==> config.mk <==
export PLATFORM = sky130hd
export DESIGN_NAME = poe_port_sequencer
export DESIGN_NICKNAME = d
export VERILOG_FILES = /design/src/core/poe_seq_pkg.sv /design/src/core/poe_port_sequencer.sv
export SDC_FILE = /design/constraint.sdc
export NUM_CORES = 1
export LEC_CHECK = 0
export ABC_AREA = 1
export BUFFER_PORTS_ARGS = -buffer_cell sky130_fd_sc_hd__clkbuf_2
export CAP_MARGIN = 25
export CORE_MARGIN = 4
export CORE_UTILIZATION = 50
export CTS_CLUSTER_DIAMETER = 50
export CTS_CLUSTER_SIZE = 8
export DETAILED_ROUTE_END_ITERATION = 12
export PLACE_DENSITY = 0.71
export SYNTH_ARGS = -nofsm -noshare
export SYNTH_HDL_FRONTEND = slang
export SYNTH_SLANG_ARGS = --single-unit
==> constraint.sdc <==
create_clock -name core_clk_i -period 2.41 [get_ports core_clk_i]
set_clock_uncertainty 0.1 [all_clocks]
set_input_delay 0.482 -clock core_clk_i [delete_from_list [all_inputs] [get_ports core_clk_i]]
set_output_delay 0.482 -clock core_clk_i [all_outputs]
set_load 0.02 [all_outputs]
==> src/core/poe_seq_pkg.sv <==
// Purpose: Shared constants for the four-port power sourcing sequencer
// Assumes: 10 MHz core clock, 8-bit register port
// Notes:   Long waits are top-level parameters so simulation can shorten them
//
// Overview of operation
// - Undervoltage, enable low or zero write resets
// - Reset restores defaults and latches strap pins
// - Input over-voltage shuts ports, then fresh detection
// - Two probe phases with pass transistor off
// - Detect-done flag, interrupt, valid goes to classification
// - Open, short, capacitance end early; low-impedance immediately
// - Other invalid signatures complete both phases
// - Invalid detection waits reset time, midspan longer
// - Midspan from strap or bits; valid detection clears
// - Over-limit current is high class or failure
// - High class off unless strap or port bit
// - Class done sets flag, interrupt, stores result
// - Class 0-3 once; class 4-5 dual if enabled
// - Second class result must match the first
// - Mark events between and after dual classification
// - Classification off once valid and powered
// - Ramp power, then set enabled and change flags
// - Output under two volts sets good flags
// - Valid detection unstarted after limit redetects
// - One port at a time, ports one to four
// - Next port detects after discharge interval
// - Unpowered ports keep rotating; shut ports rejoin
package poe_seq_pkg;

	// Clock and timing
	localparam int unsigned CLK_HZ         = 10_000_000;
	localparam int unsigned RESET_TIME_MS  = 80;
	localparam int unsigned MIDSPAN_MS     = 2800;
	localparam int unsigned START_LIMIT_MS = 400;
	localparam int unsigned PHASE_TIME_US  = 100;
	localparam int unsigned MARK_TIME_US   = 50;
	localparam int unsigned PHASE_CYC      = PHASE_TIME_US * (CLK_HZ / 1_000_000);
	localparam int unsigned MARK_CYC       = MARK_TIME_US * (CLK_HZ / 1_000_000);

	// Register offsets
	localparam logic [3:0] OFS_CTRL   = 4'h0;
	localparam logic [3:0] OFS_MID    = 4'h1;
	localparam logic [3:0] OFS_CLSCFG = 4'h2;
	localparam logic [3:0] OFS_EVENT  = 4'h3;
	localparam logic [3:0] OFS_PWR    = 4'h4;
	localparam logic [3:0] OFS_PWRCHG = 4'h5;
	localparam logic [3:0] OFS_RES0   = 4'h6;
	localparam logic [3:0] OFS_STRAP  = 4'hA;
	localparam logic [3:0] OFS_STATE  = 4'hB;

	// Reset values
	localparam logic [7:0] RST_BYTE   = 8'h00;

	// Detection result codes
	localparam logic [2:0] DET_NONE  = 3'h0;
	localparam logic [2:0] DET_SHORT = 3'h1;
	localparam logic [2:0] DET_CAP   = 3'h2;
	localparam logic [2:0] DET_LOWZ  = 3'h3;
	localparam logic [2:0] DET_VALID = 3'h4;
	localparam logic [2:0] DET_OPEN  = 3'h5;
	localparam logic [2:0] DET_BAD   = 3'h6;

	// Class codes
	localparam logic [2:0] CLS_FOUR  = 3'h4;
	localparam logic [2:0] CLS_HIGH  = 3'h5;
	localparam logic [2:0] CLS_FAIL  = 3'h7;

	// Sequencer states
	typedef enum logic [3:0] {
		S_START, S_GAP, S_DET1, S_DET2, S_CLS1, S_MARK1, S_CLS2, S_MARK2, S_RAMP, S_OVP
	} seq_state_t;

endpackage

==> src/core/poe_port_sequencer.sv <==
// Purpose: Detection, classification and start-up sequencer for four ports
// Assumes: Analog front end reports probe and class results as levels and pulses
// Notes:   One port is serviced at a time; powered ports drop out of the rotation
//
// The register offsets and the plain strobed port are this design's own decisions.
`timescale 1ns/100ps
`default_nettype none
module poe_port_sequencer
	import poe_seq_pkg::*;
#(
	parameter int unsigned RESET_CYC = RESET_TIME_MS * (CLK_HZ / 1000),
	parameter int unsigned MID_CYC   = MIDSPAN_MS * (CLK_HZ / 1000),
	parameter int unsigned START_CYC = START_LIMIT_MS * (CLK_HZ / 1000)
)
(
	// Clock and reset
	input  wire logic       core_clk_i,
	input  wire logic       rst_n_i,
	// Register port
	input  wire logic [3:0] addr_i,
	input  wire logic [7:0] wdata_i,
	input  wire logic       wr_i,
	input  wire logic       rd_i,
	output logic      [7:0] rdata_o,
	// Supply and enable
	input  wire logic       vin_uvlo_i,
	input  wire logic       vcc_uvlo_i,
	input  wire logic       en_i,
	input  wire logic       vin_ovp_i,
	// Straps
	input  wire logic       auto_strap_i,
	input  wire logic       midspan_strap_i,
	input  wire logic       high_power_class_strap_i,
	input  wire logic       power_budget_strap_i,
	input  wire logic [3:0] bus_id_straps_i,
	// Detection front end
	input  wire logic       det_open_i,
	input  wire logic       det_short_i,
	input  wire logic       det_cap_i,
	input  wire logic       det_lowz_i,
	input  wire logic       det_good_i,
	// Classification front end
	input  wire logic       class_done_i,
	input  wire logic [2:0] class_code_i,
	input  wire logic       class_over_i,
	// Power path
	input  wire logic [3:0] ramp_done_i,
	input  wire logic [3:0] out_below_2v_i,
	input  wire logic [3:0] port_off_i,
	// Drive outputs
	output logic      [1:0] port_sel_o,
	output logic            probe_en_o,
	output logic            probe_high_o,
	output logic            class_en_o,
	output logic            mark_en_o,
	output logic      [3:0] gate_o,
	output logic            irq_o
);

	// ********************************
	// Declarations
	// ********************************
	seq_state_t  state_q;          // Sequencer state
	logic [31:0] cnt_q;            // State timer
	logic [31:0] gap_q;            // Idle length before next port
	logic [31:0] wd_q;             // Start-up watchdog
	logic [1:0]  port_q;           // Port being serviced
	logic [2:0]  cls1_q;           // First class result
	logic        strap_load_q;     // Strap capture pending
	logic        auto_q;           // Latched straps
	logic        mid_strap_q;
	logic        hpc_strap_q;
	logic        pbud_q;
	logic [3:0]  bus_id_q;
	logic [3:0]  mid_q;            // Deferred detect bits
	logic [3:0]  hpc_en_q;         // High power class per port
	logic [3:0]  dual_en_q;        // Dual event per port
	logic [3:0]  det_done_q;       // Detect done flags
	logic [3:0]  cls_done_q;       // Class done flags
	logic [3:0]  pen_q;            // Power enabled
	logic [3:0]  pec_q;            // Power enable change
	logic [3:0]  pg_q;             // Power good
	logic [3:0]  pgc_q;            // Power good change
	logic [2:0]  det_res_q [4];    // Detection result per port
	logic [2:0]  cls_res_q [4];    // Class result per port
	logic [7:0]  rd_mux;           // Read data before register
	logic        clr;              // Synchronous full reset
	logic        phase_end;        // Probe phase over
	logic        det_finish;       // Detection cycle ends
	logic [2:0]  det_code;         // Detection verdict
	logic        hp_en;            // High class allowed here
	logic [2:0]  cls_now;          // Class of current event
	logic        cls_fin;          // Classification complete
	logic        cls_ok;           // Completed and valid
	logic [3:0]  sel;              // One-hot current port
	logic [3:0]  pen_set;
	logic [3:0]  pen_clr;
	logic [1:0]  nxt_port;
	logic [3:0]  pg_d;             // Next power good

	// Next unpowered port after cur, cur itself last
	function automatic logic [1:0] pick_next(input logic [1:0] cur, input logic [3:0] pw);
		logic [1:0] c;
		logic [1:0] r;
		r = cur;
		for (int i = 4; i >= 1; i--)
		begin
			c = cur + i[1:0];
			if (!pw[c])
				r = c;
		end
		return r;
	endfunction

	// ********************************
	// Event decode
	// ********************************
	// Reset sources
	assign clr = vin_uvlo_i | vcc_uvlo_i | ~en_i | (wr_i && addr_i == OFS_CTRL && !wdata_i[0]);
	assign sel = 4'h1 << port_q;
	assign phase_end = cnt_q >= PHASE_CYC - 1;
	assign hp_en = hpc_strap_q | hpc_en_q[port_q];
	assign nxt_port = pick_next(port_q, pen_q);

	always_comb
	begin
		det_finish = 1'b0;
		det_code   = DET_NONE;
		if ((state_q == S_DET1 || state_q == S_DET2) && det_lowz_i)
		begin
			det_finish = 1'b1;
			det_code   = DET_LOWZ;
		end
		else if (state_q == S_DET1 && (det_short_i | det_cap_i | det_open_i))
		begin
			det_finish = 1'b1;
			det_code   = det_short_i ? DET_SHORT : (det_cap_i ? DET_CAP : DET_OPEN);
		end
		else if (state_q == S_DET2 && phase_end)
		begin
			det_finish = 1'b1;
			det_code   = det_good_i ? DET_VALID : DET_BAD;
		end
	end

	// High class or failure on over-limit current
	always_comb
	begin
		if (class_over_i)
			cls_now = hp_en ? CLS_HIGH : CLS_FAIL;
		else
			cls_now = class_code_i;
	end

	always_comb
	begin
		cls_fin = 1'b0;
		cls_ok  = 1'b0;
		if (state_q == S_CLS1 && class_done_i)
		begin
			cls_fin = cls_now == CLS_FAIL || cls_now < CLS_FOUR || !dual_en_q[port_q];
			cls_ok  = cls_now != CLS_FAIL;
		end
		else if (state_q == S_CLS2 && class_done_i)
		begin
			cls_fin = 1'b1;
			cls_ok  = cls_now == cls1_q;
		end
	end

	// ********************************
	// Strap capture
	// ********************************
	// Latch once after each reset
	always_ff @(posedge core_clk_i or negedge rst_n_i)
	begin
		if (!rst_n_i)
			strap_load_q <= 1'b1;
		else if (clr)
			strap_load_q <= 1'b1;
		else
			strap_load_q <= 1'b0;
	end

	// Strap values, held until the next reset
	always_ff @(posedge core_clk_i or negedge rst_n_i)
	begin
		if (!rst_n_i)
		begin
			auto_q      <= 1'b0;
			mid_strap_q <= 1'b0;
			hpc_strap_q <= 1'b0;
			pbud_q      <= 1'b0;
			bus_id_q    <= 4'h0;
		end
		else if (strap_load_q && !clr)
		begin
			auto_q      <= auto_strap_i;
			mid_strap_q <= midspan_strap_i;
			hpc_strap_q <= high_power_class_strap_i;
			pbud_q      <= power_budget_strap_i;
			bus_id_q    <= bus_id_straps_i;
		end
	end

	// ********************************
	// Configuration registers
	// ********************************
	// Midspan bits from strap or software, cleared on valid detect
	always_ff @(posedge core_clk_i or negedge rst_n_i)
	begin
		if (!rst_n_i)
			mid_q <= 4'h0;
		else if (clr)
			mid_q <= 4'h0;
		else if (strap_load_q)
			mid_q <= {4{midspan_strap_i}};
		else if (wr_i && addr_i == OFS_MID)
			mid_q <= wdata_i[3:0];
		else if (det_finish && det_code == DET_VALID)
			mid_q <= mid_q & ~sel;
	end

	always_ff @(posedge core_clk_i or negedge rst_n_i)
	begin
		if (!rst_n_i)
		begin
			hpc_en_q  <= 4'h0;
			dual_en_q <= 4'h0;
		end
		else if (clr)
		begin
			hpc_en_q  <= 4'h0;
			dual_en_q <= 4'h0;
		end
		else if (wr_i && addr_i == OFS_CLSCFG)
		begin
			hpc_en_q  <= wdata_i[3:0];
			dual_en_q <= wdata_i[7:4];
		end
	end

	// ********************************
	// Sequencer
	// ********************************
	// One port at a time in rotation
	always_ff @(posedge core_clk_i or negedge rst_n_i)
	begin
		if (!rst_n_i)
		begin
			state_q <= S_START;
			cnt_q   <= 32'h0;
			gap_q   <= 32'h0;
			port_q  <= 2'h3;
			cls1_q  <= 3'h0;
		end
		else if (clr)
		begin
			state_q <= S_START;
			cnt_q   <= 32'h0;
			gap_q   <= 32'h0;
			port_q  <= 2'h3;
			cls1_q  <= 3'h0;
		end
		else if (vin_ovp_i)
		begin
			state_q <= S_OVP;
			cnt_q   <= 32'h0;
			port_q  <= 2'h3;
		end
		else
		begin
			cnt_q <= cnt_q + 32'h1;
			unique case (state_q)
				S_START, S_OVP:
				begin
					state_q <= S_GAP;
					gap_q   <= RESET_CYC;
					cnt_q   <= 32'h0;
				end
				// Discharge interval, then next unpowered port
				S_GAP:
				begin
					if (cnt_q >= gap_q && !pen_q[nxt_port])
					begin
						port_q  <= nxt_port;
						state_q <= S_DET1;
						cnt_q   <= 32'h0;
					end
				end
				S_DET1, S_DET2:
				begin
					if (det_finish)
					begin
						cnt_q   <= 32'h0;
						state_q <= (det_code == DET_VALID) ? S_CLS1 : S_GAP;
						gap_q   <= mid_q[port_q] ? RESET_CYC + MID_CYC : RESET_CYC;
					end
					else if (state_q == S_DET1 && phase_end)
					begin
						state_q <= S_DET2;
						cnt_q   <= 32'h0;
					end
				end
				S_CLS1, S_CLS2:
				begin
					if (class_done_i)
					begin
						cnt_q  <= 32'h0;
						cls1_q <= cls_now;
						if (cls_fin)
							state_q <= !cls_ok ? S_GAP : (state_q == S_CLS2 ? S_MARK2 : S_RAMP);
						else
							state_q <= S_MARK1;
						gap_q  <= RESET_CYC;
					end
				end
				// Mark events around the second class event
				S_MARK1, S_MARK2:
				begin
					if (cnt_q >= MARK_CYC - 1)
					begin
						state_q <= state_q == S_MARK1 ? S_CLS2 : S_RAMP;
						cnt_q   <= 32'h0;
					end
				end
				S_RAMP:
				begin
					if (ramp_done_i[port_q] || port_off_i[port_q])
					begin
						state_q <= S_GAP;
						gap_q   <= RESET_CYC;
						cnt_q   <= 32'h0;
					end
				end
			endcase
			// Valid detect not started in time redetects
			if (auto_q && wd_q >= START_CYC - 1 && state_q != S_GAP && state_q != S_DET1
				&& state_q != S_DET2 && state_q != S_START && state_q != S_OVP)
			begin
				state_q <= S_DET1;
				cnt_q   <= 32'h0;
			end
		end
	end

	// Start-up watchdog, runs from valid detection until power
	always_ff @(posedge core_clk_i or negedge rst_n_i)
	begin
		if (!rst_n_i)
			wd_q <= 32'h0;
		else if (state_q == S_DET2 || state_q == S_DET1 || state_q == S_GAP || clr)
			wd_q <= 32'h0;
		else
			wd_q <= wd_q + 32'h1;
	end

	// ********************************
	// Results and flags
	// ********************************
	// Store results, raise done flags; set beats clear
	always_ff @(posedge core_clk_i or negedge rst_n_i)
	begin
		if (!rst_n_i)
		begin
			det_done_q <= 4'h0;
			cls_done_q <= 4'h0;
			det_res_q  <= '{default: 3'h0};
			cls_res_q  <= '{default: 3'h0};
		end
		else if (clr)
		begin
			det_done_q <= 4'h0;
			cls_done_q <= 4'h0;
			det_res_q  <= '{default: 3'h0};
			cls_res_q  <= '{default: 3'h0};
		end
		else
		begin
			if (wr_i && addr_i == OFS_EVENT)
			begin
				det_done_q <= (det_done_q & ~wdata_i[3:0]) | (det_finish ? sel : 4'h0);
				cls_done_q <= (cls_done_q & ~wdata_i[7:4]) | (cls_fin ? sel : 4'h0);
			end
			else
			begin
				det_done_q <= det_done_q | (det_finish ? sel : 4'h0);
				cls_done_q <= cls_done_q | (cls_fin ? sel : 4'h0);
			end
			if (det_finish)
				det_res_q[port_q] <= det_code;
			if (cls_fin)
				cls_res_q[port_q] <= cls_ok ? cls_now : CLS_FAIL;
		end
	end

	// Power enable, dropped on shutdown or over-voltage
	assign pen_set = (state_q == S_RAMP && !vin_ovp_i) ? (sel & ramp_done_i & ~port_off_i) : 4'h0;
	assign pen_clr = vin_ovp_i ? 4'hF : port_off_i;
	// Good level after this edge, change flags compare against it
	assign pg_d    = out_below_2v_i & ((pen_q & ~pen_clr) | pen_set);

	// Power status and change flags
	always_ff @(posedge core_clk_i or negedge rst_n_i)
	begin
		if (!rst_n_i)
		begin
			pen_q <= 4'h0;
			pec_q <= 4'h0;
			pg_q  <= 4'h0;
			pgc_q <= 4'h0;
		end
		else if (clr)
		begin
			pen_q <= 4'h0;
			pec_q <= 4'h0;
			pg_q  <= 4'h0;
			pgc_q <= 4'h0;
		end
		else
		begin
			pen_q <= (pen_q & ~pen_clr) | pen_set;
			// Good flag follows the two volt monitor
			pg_q  <= pg_d;
			if (wr_i && addr_i == OFS_PWRCHG)
			begin
				pec_q <= (pec_q & ~wdata_i[3:0]) | pen_set | (pen_q & pen_clr);
				pgc_q <= (pgc_q & ~wdata_i[7:4]) | (pg_q ^ pg_d);
			end
			else
			begin
				pec_q <= pec_q | pen_set | (pen_q & pen_clr);
				pgc_q <= pgc_q | (pg_q ^ pg_d);
			end
		end
	end

	// ********************************
	// Register read and outputs
	// ********************************
	always_comb
	begin
		rd_mux = RST_BYTE;
		unique case (addr_i)
			OFS_CTRL:   rd_mux = {6'h00, auto_q, 1'b1};
			OFS_MID:    rd_mux = {4'h0, mid_q};
			OFS_CLSCFG: rd_mux = {dual_en_q, hpc_en_q};
			OFS_EVENT:  rd_mux = {cls_done_q, det_done_q};
			OFS_PWR:    rd_mux = {pg_q, pen_q};
			OFS_PWRCHG: rd_mux = {pgc_q, pec_q};
			4'h6, 4'h7, 4'h8, 4'h9:
				rd_mux = {1'b0, cls_res_q[addr_i[1:0] - 2'h2], 1'b0, det_res_q[addr_i[1:0] - 2'h2]};
			OFS_STRAP:  rd_mux = {bus_id_q, pbud_q, hpc_strap_q, mid_strap_q, auto_q};
			OFS_STATE:  rd_mux = {2'h0, port_q, state_q};
			default:    rd_mux = RST_BYTE;
		endcase
	end

	// Read data and drive lines, all from flip-flops
	always_ff @(posedge core_clk_i or negedge rst_n_i)
	begin
		if (!rst_n_i)
		begin
			rdata_o      <= RST_BYTE;
			port_sel_o   <= 2'h0;
			probe_en_o   <= 1'b0;
			probe_high_o <= 1'b0;
			class_en_o   <= 1'b0;
			mark_en_o    <= 1'b0;
			gate_o       <= 4'h0;
			irq_o        <= 1'b0;
		end
		else
		begin
			rdata_o      <= rd_i ? rd_mux : RST_BYTE;
			port_sel_o   <= port_q;
			probe_en_o   <= state_q == S_DET1 || state_q == S_DET2;
			probe_high_o <= state_q == S_DET2;
			class_en_o   <= (state_q == S_CLS1 || state_q == S_CLS2) && !pen_q[port_q];
			mark_en_o    <= state_q == S_MARK1 || state_q == S_MARK2;
			gate_o       <= (state_q == S_RAMP && !vin_ovp_i && !clr) ? (pen_q | sel) & ~pen_clr
				: (clr ? 4'h0 : pen_q & ~pen_clr);
			irq_o        <= |{det_done_q, cls_done_q};
		end
	end
endmodule
`default_nettype wire

After elaboration in Yosys (flattened, before gate mapping)
Index checks and enable logic that the tools add are counted.
{"block": "totals", "regBits": 193, "input_bits": 50}
{"block": "op_classes", "n_addsub": 6, "magnitude_cmp": 13, "n_eq_ne": 37, "n_shift": 1, "n_mux": 121, "bitwise": 38, "n_reduce_logical": 61}
{"operator": "two-way mux 32 bit", "n": 15}
{"operator": "one-hot mux 32 bit (6 select lines)", "n": 1}
{"operator": "two-way mux 4 bit", "n": 37}
{"operator": "one-hot mux 32 bit (4 select lines)", "n": 1}
{"operator": "one-hot mux 8 bit (9 select lines)", "n": 1}
{"operator": "adder 32 x 1 -> 32 bit, second input constant", "n": 2}
{"operator": "two-way mux 3 bit", "n": 17}
{"operator": "two-way mux 12 bit", "n": 4}
{"operator": "bitwise OR 4 bit", "n": 12}
{"operator": "bitwise AND 4 bit", "n": 11}
{"operator": "equality test 4 x 3 -> 1 bit, second input constant", "n": 8}
{"operator": ">= comparator 32 x 10 -> 1 bit, second input constant", "n": 1}
{"operator": ">= comparator 32 x 22 -> 1 bit, second input constant", "n": 1}
{"operator": ">= comparator 32 bit", "n": 1}
{"operator": ">= comparator 32 x 9 -> 1 bit, second input constant", "n": 1}
{"operator": "logical AND 1 bit", "n": 25}
{"operator": "two-way mux 25 bit", "n": 1}
{"operator": "bitwise mux 12 bit", "n": 2}
{"operator": "equality test 4 bit, second input constant", "n": 6}
{"operator": "one-hot mux 4 bit (6 select lines)", "n": 1}
{"operator": "binary-select mux 1 bit (select 2 bit)", "n": 10}
{"operator": "inequality test 5 bit, second input constant", "n": 4}
{"operator": "NOT 4 bit", "n": 5}
{"operator": "two-way mux 1 bit", "n": 18}
{"operator": "39 further kinds", "n": 92}

Logic depth before layout (Yosys ltp)
Gate-level depths: netlist of run 1.
{"block": "logic_depth", "depth_word": 15, "mapped_depth": 21}

Worst setup path before layout of run 1
OpenSTA, ideal clock, no wires.
{"block": "synth_timing", "kind": "flip-flop to flip-flop", "start": "register port_q[0]", "end": "register cnt_q[6]", "setup_time_ns": 0.121, "arrival_ns": 2.348, "required_time_ns": 2.189, "path_slack_ns": -0.159, "stages_incl_launch_ff": 20, "period_less_slack_ns": 2.569, "path_cell_list": "dfstp_2 buf_6 inv_6 buf_12 ha_1 inv_1 nand3_1 nand2_1 nand2_1 nand2_1 nand2_2 nand2_2 nand2_1 nand3_2 nand3_2 nand2_2 nand2_2 o21ai_4 buf_6 nor2_2"}
{"block": "synth_via", "elab_chain_cells": 15, "word_cells_on_any_way": 27}
{"item": "from (decl)", "line_no": "poe_port_sequencer.sv:67", "text": "logic [1:0] port_q;"}
{"item": "from (signal assigned)", "line_no": "poe_port_sequencer.sv:286", "text": "port_q <= nxt_port;"}
{"item": "adder 2 bit", "line_no": "poe_port_sequencer.sv:108", "text": "c = cur + i[1:0];"}
{"item": "binary-select mux 1 bit (select 2 bit)", "line_no": "poe_port_sequencer.sv:109", "text": "if (!pw[c])"}
{"item": "two-way mux 1 bit (implied by the code)", "line_no": "poe_port_sequencer.sv:109"}
{"item": "two-way mux 2 bit (3 in series)", "line_no": "poe_port_sequencer.sv:109"}
{"item": "binary-select mux 1 bit (select 2 bit)", "line_no": "poe_port_sequencer.sv:284", "text": "if (cnt_q >= gap_q && !pen_q[nxt_port])"}
{"item": "two-way mux 1 bit (implied by the code)", "line_no": "poe_port_sequencer.sv:284"}
{"item": "zero test 1 bit", "line_no": "poe_port_sequencer.sv:284"}
{"item": "logical AND 1 bit", "line_no": "poe_port_sequencer.sv:284"}
{"item": "two-way mux 32 bit", "line_no": "poe_port_sequencer.sv:284"}
{"item": "one-hot mux 32 bit (6 select lines) *", "line_no": "poe_port_sequencer.sv:274", "text": "unique case (state_q)"}
{"item": "two-way mux 32 bit *", "line_no": "poe_port_sequencer.sv:338", "text": "if (auto_q && wd_q >= START_CYC - 1 && state_q != S_GAP && state_q != S_DET1"}
{"item": "two-way mux 32 bit *", "line_no": "poe_port_sequencer.sv:265", "text": "else if (vin_ovp_i)"}
{"item": "two-way mux 32 bit *", "line_no": "poe_port_sequencer.sv:257", "text": "else if (clr)"}
{"item": "to (signal assigned)", "line_no": "poe_port_sequencer.sv:273", "text": "cnt_q <= cnt_q + 32'h1;"}
{"item": "to (decl)", "line_no": "poe_port_sequencer.sv:64", "text": "logic [31:0] cnt_q;"}
Every way passes the cells marked *; elsewhere a longest branch is shown, timed or not. The select of a mux whose other input is x is not followed.
A chain may end at the register's enable or synchronous reset.

Final worst setup path of run 1
{"block": "layout_timing", "start": "register port_q[0]", "end": "register cnt_q[23]"}
The elaborated chain is that of the path after synthesis.

==> flow_metrics.env, run 1 <==
export IMPL_run_status="complete, but fails checks"
export IMPL_failed_checks="negative setup slack"
export IMPL_antenna_found_initial=0
export IMPL_syn_nets=1274
export IMPL_cts_buffers=17
export IMPL_grt_util_met2_pct=38.3
export IMPL_dp_hpwl_mm=20.0
export IMPL_vias=8921
export IMPL_grt_start_max_net_pins=48
export IMPL_first_pass_iters=8
export IMPL_slew_violations=0
export IMPL_final_layout_size_suffix_gt1_share_pct=19.0
export IMPL_hold_depth=3
export IMPL_cp_start_kind="register"
export IMPL_cts_tree="yes"
export IMPL_r2r_slack_ns=-0.06
export IMPL_busiest_layer="met2"
export IMPL_ys_warn_count=0
export IMPL_chipWidth_um=145
export IMPL_power_density_nw_per_um2=534
export IMPL_hold_viol_final=0
export IMPL_maxCapViolations=0
export IMPL_fmax_mhz=406
export IMPL_gp_congestion=0.955
export IMPL_rsz0062_at_grt="yes"
export IMPL_die_area_um2=21000
export IMPL_final_common_cell="nand2_1"
export IMPL_first_iter_violations=947
export IMPL_gr_total_overflow=0
export IMPL_grt_pass1_vias=8485
export IMPL_viasPerCell=5.61
export IMPL_cts_path_max_buffers=2
export IMPL_ys_flop_type="dfrtp_1"
export IMPL_yosysUniqueCellTypes=54
export IMPL_final_area_um2=11300
export IMPL_post_route_util_pct=62.0
export IMPL_yosys_area_share_simple_pct=28.0
export IMPL_drc=0
export IMPL_worst_pin_slew_ns=0.655
export IMPL_io_pins=69
export IMPL_fin_crit_sh_pct=102
export IMPL_ys_seq_area_share_pct=43.9
export IMPL_gr_usage_all_layers_pct=25.8
export IMPL_die_height_um=145
export IMPL_detail_route_wl_per_cell_um=16.9
export IMPL_grt_pass1_wl_mm=42.7
export IMPL_clkLatencyLatePin_ns=0.43
export IMPL_finalPower_mw=6.03
export IMPL_slowest_delay_ns=0.59
export IMPL_root_buffer="clkbuf_16"
export IMPL_place_area_um2=10400
export IMPL_hp_start="bus_id_straps_i[3]"
export IMPL_ant_nets=0
export IMPL_setup_viol=32
export IMPL_p_leak_nw=5.33
export IMPL_wirelength_mm=26.8
export IMPL_crit_top_cell="nand2_2"
export IMPL_synth_edf_count=0
export IMPL_grtUsageMet1_pct=36.7
export IMPL_whs_ns=0.141
export IMPL_reg2reg_to="cnt_q[23]"
export IMPL_gr_usage_met3_pct=8.51
export IMPL_crit_arrival_ns=2.68
export IMPL_vdd_drop_max_mv=0.438
export IMPL_r2r_start="port_q[0]"
export IMPL_rr_worst_depth=18
export IMPL_fin_cells=1589
export IMPL_hold_end="bus_id_q[3]"
export IMPL_synth_largest_area_cell="dfrtp_1"
export IMPL_synth_xor_area_share_pct=3.74
export IMPL_layout_min_cycle_time_ns=2.47
export IMPL_synth_top_family_by_area="simple AND/OR/NAND/NOR gates"
export IMPL_synthAdderAreaFrac_pct=2.67
export IMPL_syn_inst=1204
export IMPL_synth_compound_area_share_pct=13.6
export IMPL_nets=1418
export IMPL_start_util_pct=51.4
export IMPL_muxShareOfSynthArea_pct=0
export IMPL_numClockSinks=164
export IMPL_synth_top_area_share_pct=43.0
export IMPL_port_buffer_count=68
export IMPL_worstPathCellList="inv_6 -> ha_4 -> inv_4 -> nand3_2 -> nand2_2 -> inv_2 -> nand2_1 -> nand2_2 -> nand2_2 -> nand2_1 -> nand3_2 -> nand3_2 -> nand2_2 -> nand2_2 -> o21ai_4 -> buf_12 -> clkbuf_16 -> nor2_1"
export IMPL_clkTransAtPathRegs_ns=0.06
export IMPL_ys_async_sr_fraction_pct=100
export IMPL_worst_slew_margin_rel_pct=56.0
export IMPL_insertedDiodeCount=0
export IMPL_design_core_area_um2=18200
export IMPL_htreeDepth=4
export IMPL_criticalPathCategory="register to register"
export IMPL_syn_avg_cell_area_um2=7.77
export IMPL_cp_max_fo=8
export IMPL_placedCellCount=1545
export IMPL_syn_area_um2=9360
export IMPL_synth_seq_cells=164
export IMPL_cp_slowest_cell="dfstp_2"
export IMPL_rows=49
export IMPL_yosys_top_cells_area="dfrtp_1, nand2_1, inv_1"
export IMPL_final_cell_mix="nand2_1, dfrtp_1, inv_1"
export IMPL_required_ns=2.62
export IMPL_endpoint_kind="register"
export IMPL_hold_path_class="primary input to register"
export IMPL_setup_ws_ns=-0.0556
export IMPL_syn2layout_area_growth_pct=20.7
critical path, delay by kind of cell, from the launching register on:
kind	cells	cell delay, ns
and+or+nand+nor	11	0.76
DFF	1	0.59
buffers and inverters	5	0.48
adders and majority gates	1	0.26
AOI/OAI and AO/OA	1	0.17
cell usage after synthesis (4+ instances only):
| library cell | n |
|---|---|
| a21oi_1 | 54 |
| a221oi_1 | 8 |
| a22oi_1 | 7 |
| a31oi_1 | 6 |
| buf_6 | 4 |
| clkbuf_1 | 5 |
| dfrtp_1 | 161 |
| ha_1 | 20 |
| inv_1 | 164 |
| inv_2 | 4 |
| nand2_1 | 235 |
| nand2_2 | 7 |
| nand3_1 | 69 |
| nand3_2 | 9 |
| nand3b_1 | 5 |
| nand4_1 | 26 |
| nor2_1 | 137 |
| nor2_2 | 21 |
| nor3_1 | 36 |
| nor3_2 | 5 |
| nor4_1 | 11 |
| o2111ai_1 | 4 |
| o211ai_1 | 5 |
| o21ai_0 | 95 |
| o21ai_1 | 4 |
| o22ai_1 | 21 |
| o31ai_1 | 5 |
| xnor2_1 | 9 |
| xor2_1 | 31 |
area by class of cell:
class / instances / area [um2]
clock buffer: 19 / 443
clock inverter: 12 / 155
fill: 1592 / 6910
inverter: 170 / 646
multi-input combinational: 853 / 4630
sequential: 164 / 4110
tap: 229 / 287
timing repair buffer: 142 / 1030
per-layer routing:
| layer | share of wire [%] | wire length, um |
|---|---|---|
| met1 | 45 | 12100 |
| met5 | 0 | 0 |
| met3 | 9.0 | 2420 |
| met4 | 1.8 | 486 |
| met2 | 44 | 11700 |
how the worst max path moves through the flow:
stage | startpoint | endpoint | slack [ns] | depth (start not counted)
2_1_floorplan | port_q[0] | cnt_q[6] | -0.05 | 18
3_3_place_gp | port_q[0] | cnt_q[30] | 0.06 | 16
3_5_place_dp | gap_q[23] | cnt_q[31] | -0.01 | 14
4_1_cts | port_q[0] | cnt_q[23] | -0.02 | 16
5_1_grt | port_q[0] | cnt_q[23] | -0.18 | 18
6_report | port_q[0] | cnt_q[23] | -0.06 | 18
metrics by stage:
stage               setup WS, ns  TNS [ns]
CTS                      -0.0168    -0.195
global placement          0.0641         0
detailed placement       -0.0104   -0.0136
finish                   -0.0556     -1.01
global route              -0.184     -5.25
floorplan                -0.0534    -0.989
sequential cells by signal, indices dropped and copies added (netlist names), 2 cells and up:
register    cells
port_sel_o      2
hpc_en_q        4
cls_done_q      4
bus_id_q        4
det_done_q      4
pgc_q           4
state_q         4
rdata_o         8
mid_q           4
pg_q            4
cnt_q          32
pen_q           4
dual_en_q       4
pec_q           4
gate_o          4
cls_res_q      12
gap_q           3
wd_q           32
port_q          2
cls1_q          3
det_res_q      12
cell families (layout without fill, tap and decap cells):
logic type                 count (synthesis)  count (layout)
buffers and inverters                    187             343
adders and majority gates                 20              20
AOI/OAI and AO/OA                        221             221
xor gates and xnor gates                  40              40
DFF                                      164             164
and+or+nand+nor                          572             572
power breakdown:
group | switching [mW] | internal, mW | leakage [nW] | total (mW)
Combinational | 0.277 | 0.129 | 2.79 | 0.406
Sequential | 0.0329 | 2.79 | 2.26 | 2.82
Clock | 1.15 | 1.66 | 0.290 | 2.80
Total | 1.46 | 4.57 | 5.33 | 6.03
what timing repair did:
item | 4_1_cts | 5_1_grt
cloned | 1 | 2
resized for setup | 4 | 35
hold endpoints to repair | 43 | 0
buffers inserted | 0 | 9
pin swaps | 1 | 17
endpoints found under the setup margin | 32 | 59
hold buffers | 1 | 0
Power figures use the tool's default switching activity.
==> run 2: changes to the inputs <==
--- a/config.mk
+++ b/config.mk
@@ -8,6 +8,7 @@
 export ABC_AREA = 1
 export BUFFER_PORTS_ARGS = -buffer_cell sky130_fd_sc_hd__clkbuf_2
 export CAP_MARGIN = 25
+export CORE_ASPECT_RATIO = 0.6
 export CORE_MARGIN = 4
 export CORE_UTILIZATION = 50
 export CTS_CLUSTER_DIAMETER = 50
@@ -17,3 +18,4 @@
 export SYNTH_ARGS = -nofsm -noshare
 export SYNTH_HDL_FRONTEND = slang
 export SYNTH_SLANG_ARGS = --single-unit
+export TNS_END_PERCENT = 1
==> run 2 against run 1 <==
The run still ends with negative setup slack left. Clock-buffer cell count up 4. Non-clock buffer count up 22. Critical path depth unchanged. Flip-flop and latch count unchanged. Final cell count up 2.1%. Hold slack better by 0.0054 ns.
==> flow_metrics.env, run 2 (same netlist as run 1, synthesis figures left out) <==
export IMPL_run_status="complete, but fails checks"
export IMPL_failed_checks="negative setup slack"
export IMPL_cts_path_max_buffers=2
export IMPL_worst_pin_slew_ns=0.695
export IMPL_required_ns=2.63
export IMPL_hold_depth=3
export IMPL_port_buffer_count=68
export IMPL_start_util_pct=51.4
export IMPL_final_setup_tns_ns=-0.427
export IMPL_fin_cells=1622
export IMPL_reg2reg_to="cnt_q[8]"
export IMPL_hold_path_class="primary input to register"
export IMPL_cts_buffers=17
export IMPL_grt_pass1_vias=8487
export IMPL_placedCellCount=1584
export IMPL_rsz0062_at_grt="yes"
export IMPL_endpoint_kind="register"
export IMPL_grt_pass1_wl_mm=46.4
export IMPL_crit_arrival_ns=2.67
export IMPL_final_area_um2=11600
export IMPL_antenna_found_initial=0
export IMPL_finalPower_mw=6.15
export IMPL_cp_start_kind="register"
export IMPL_clkTransAtPathRegs_ns=0.07
export IMPL_clkLatencyLatePin_ns=0.44
export IMPL_rows=38
export IMPL_htreeDepth=4
export IMPL_viasPerCell=5.64
export IMPL_io_pins=69
export IMPL_maxCapViolations=0
export IMPL_multiInputGateArea_um2=4720
export IMPL_root_buffer="clkbuf_16"
export IMPL_first_pass_iters=8
export IMPL_post_route_util_pct=63.6
export IMPL_numClockSinks=164
export IMPL_grt_start_max_net_pins=55
export IMPL_fin_crit_sh_pct=102
export IMPL_fmax_mhz=408
export IMPL_final_layout_size_suffix_gt1_share_pct=21.2
export IMPL_rr_worst_depth=18
export IMPL_place_area_um2=10700
export IMPL_seq_area_um2=4110
export IMPL_r2r_slack_ns=-0.04
export IMPL_wirelength_mm=29.6
export IMPL_gr_total_overflow=0
export IMPL_hp_start="bus_id_straps_i[2]"
export IMPL_power_density_nw_per_um2=531
export IMPL_final_cell_mix="nand2_1, dfrtp_1, inv_1"
export IMPL_design_core_area_um2=18200
export IMPL_die_area_um2=21000
export IMPL_cp_max_fo=7
export IMPL_cts_tree="yes"
export IMPL_reg_top3="cnt_q: 32 flops, wd_q: 32 flops"
export IMPL_hold_viol_final=0
export IMPL_setup_ws_ns=-0.0407
export IMPL_dp_hpwl_mm=22.5
export IMPL_ant_nets=0
export IMPL_p_leak_nw=5.43
export IMPL_slew_violations=0
export IMPL_layout_min_cycle_time_ns=2.45
export IMPL_insertedDiodeCount=0
export IMPL_nets=1440
export IMPL_vias=9155
export IMPL_drc=0
export IMPL_n_fill_cell=1569
export IMPL_syn2layout_area_growth_pct=23.7
export IMPL_gp_congestion=1.02
export IMPL_detail_route_wl_per_cell_um=18.2
export IMPL_setup_viol=25
export IMPL_hold_end="bus_id_q[2]"
export IMPL_pre_cts_ws_ns=-0.0622
export IMPL_r2r_start="port_q[0]"
export IMPL_final_common_cell="nand2_1"
export IMPL_worst_slew_margin_rel_pct=53.6
export IMPL_first_iter_violations=961
export IMPL_criticalPathCategory="register to register"
export IMPL_whs_ns=0.147
export IMPL_die_height_um=114
export IMPL_chipWidth_um=185
export IMPL_gr_usage_all_layers_pct=28.4
export IMPL_vdd_drop_max_mv=0.544
run 2: where the power goes:
| group | internal [mW] | total [mW] | switching (mW) | leakage, nW |
|---|---|---|---|---|
| sequential | 2.79 | 2.81 | 0.0217 | 2.25 |
| combinational | 0.143 | 0.438 | 0.295 | 2.88 |
| clock | 1.79 | 2.91 | 1.12 | 0.297 |
run 2: area by class of cell:
| type | count | area share, % |
|---|---|---|
| well taps | 240 | 2.59 |
| clock buffers | 23 | 4.04 |
| flip-flops and latches | 164 | 35.5 |
| inverters | 170 | 5.55 |
| multi-input cells | 853 | 40.8 |
| clock inverters | 8 | 1.30 |
| repair buffers | 164 | 10.3 |
run 2: timing repair:
| item | in CTS | in global routing |
|---|---|---|
| pin swaps | 5 | 22 |
| buffers inserted | 4 | 2 |
| hold buffers | 1 | 0 |
| cloned | 1 | 0 |
| endpoints found under the hold margin | 48 | 0 |
| setup endpoints to repair | 33 | 77 |
| resized for setup | 11 | 52 |
run 2: worst max path at each step:
| stage | from | to | slack, ns |
|---|---|---|---|
| 2_1_floorplan | port_q[0] | cnt_q[6] | -0.05 |
| 3_3_place_gp | port_q[0] | cnt_q[15] | 0.006 |
| 3_5_place_dp | port_q[0] | cnt_q[11] | -0.06 |
| 4_1_cts | gap_q[23] | cnt_q[11] | 0.003 |
| 5_1_grt | wd_q[1] | wd_q[24] | -0.22 |
| 6_report | port_q[0] | cnt_q[8] | -0.04 |
run 2: layer usage:
layer | up-vias | wire, um | GRT usage, %
li1 | 4331 | - | -
met1 | 4336 | 14300 | 46.4
met3 | 34 | 3590 | 10.2
met5 | - | 0 | 0
met4 | 0 | 321 | 5.38
met2 | 454 | 11400 | 35.2
run 2: worst max-delay path, stage by stage (launching register included):
cell     delay, ns
dfstp_2       0.58
inv_6         0.05
ha_4          0.23
inv_2         0.07
nand3_2       0.09
nand2_2       0.09
inv_2         0.04
nand2_1       0.06
nand2_2       0.07
nand2_2       0.08
nand2_1       0.06
nand3_2       0.07
nand3_2       0.09
nand2_2       0.09
nand2_4       0.06
o21ai_4       0.19
buf_6         0.14
buf_16        0.13
nor2_2        0.03
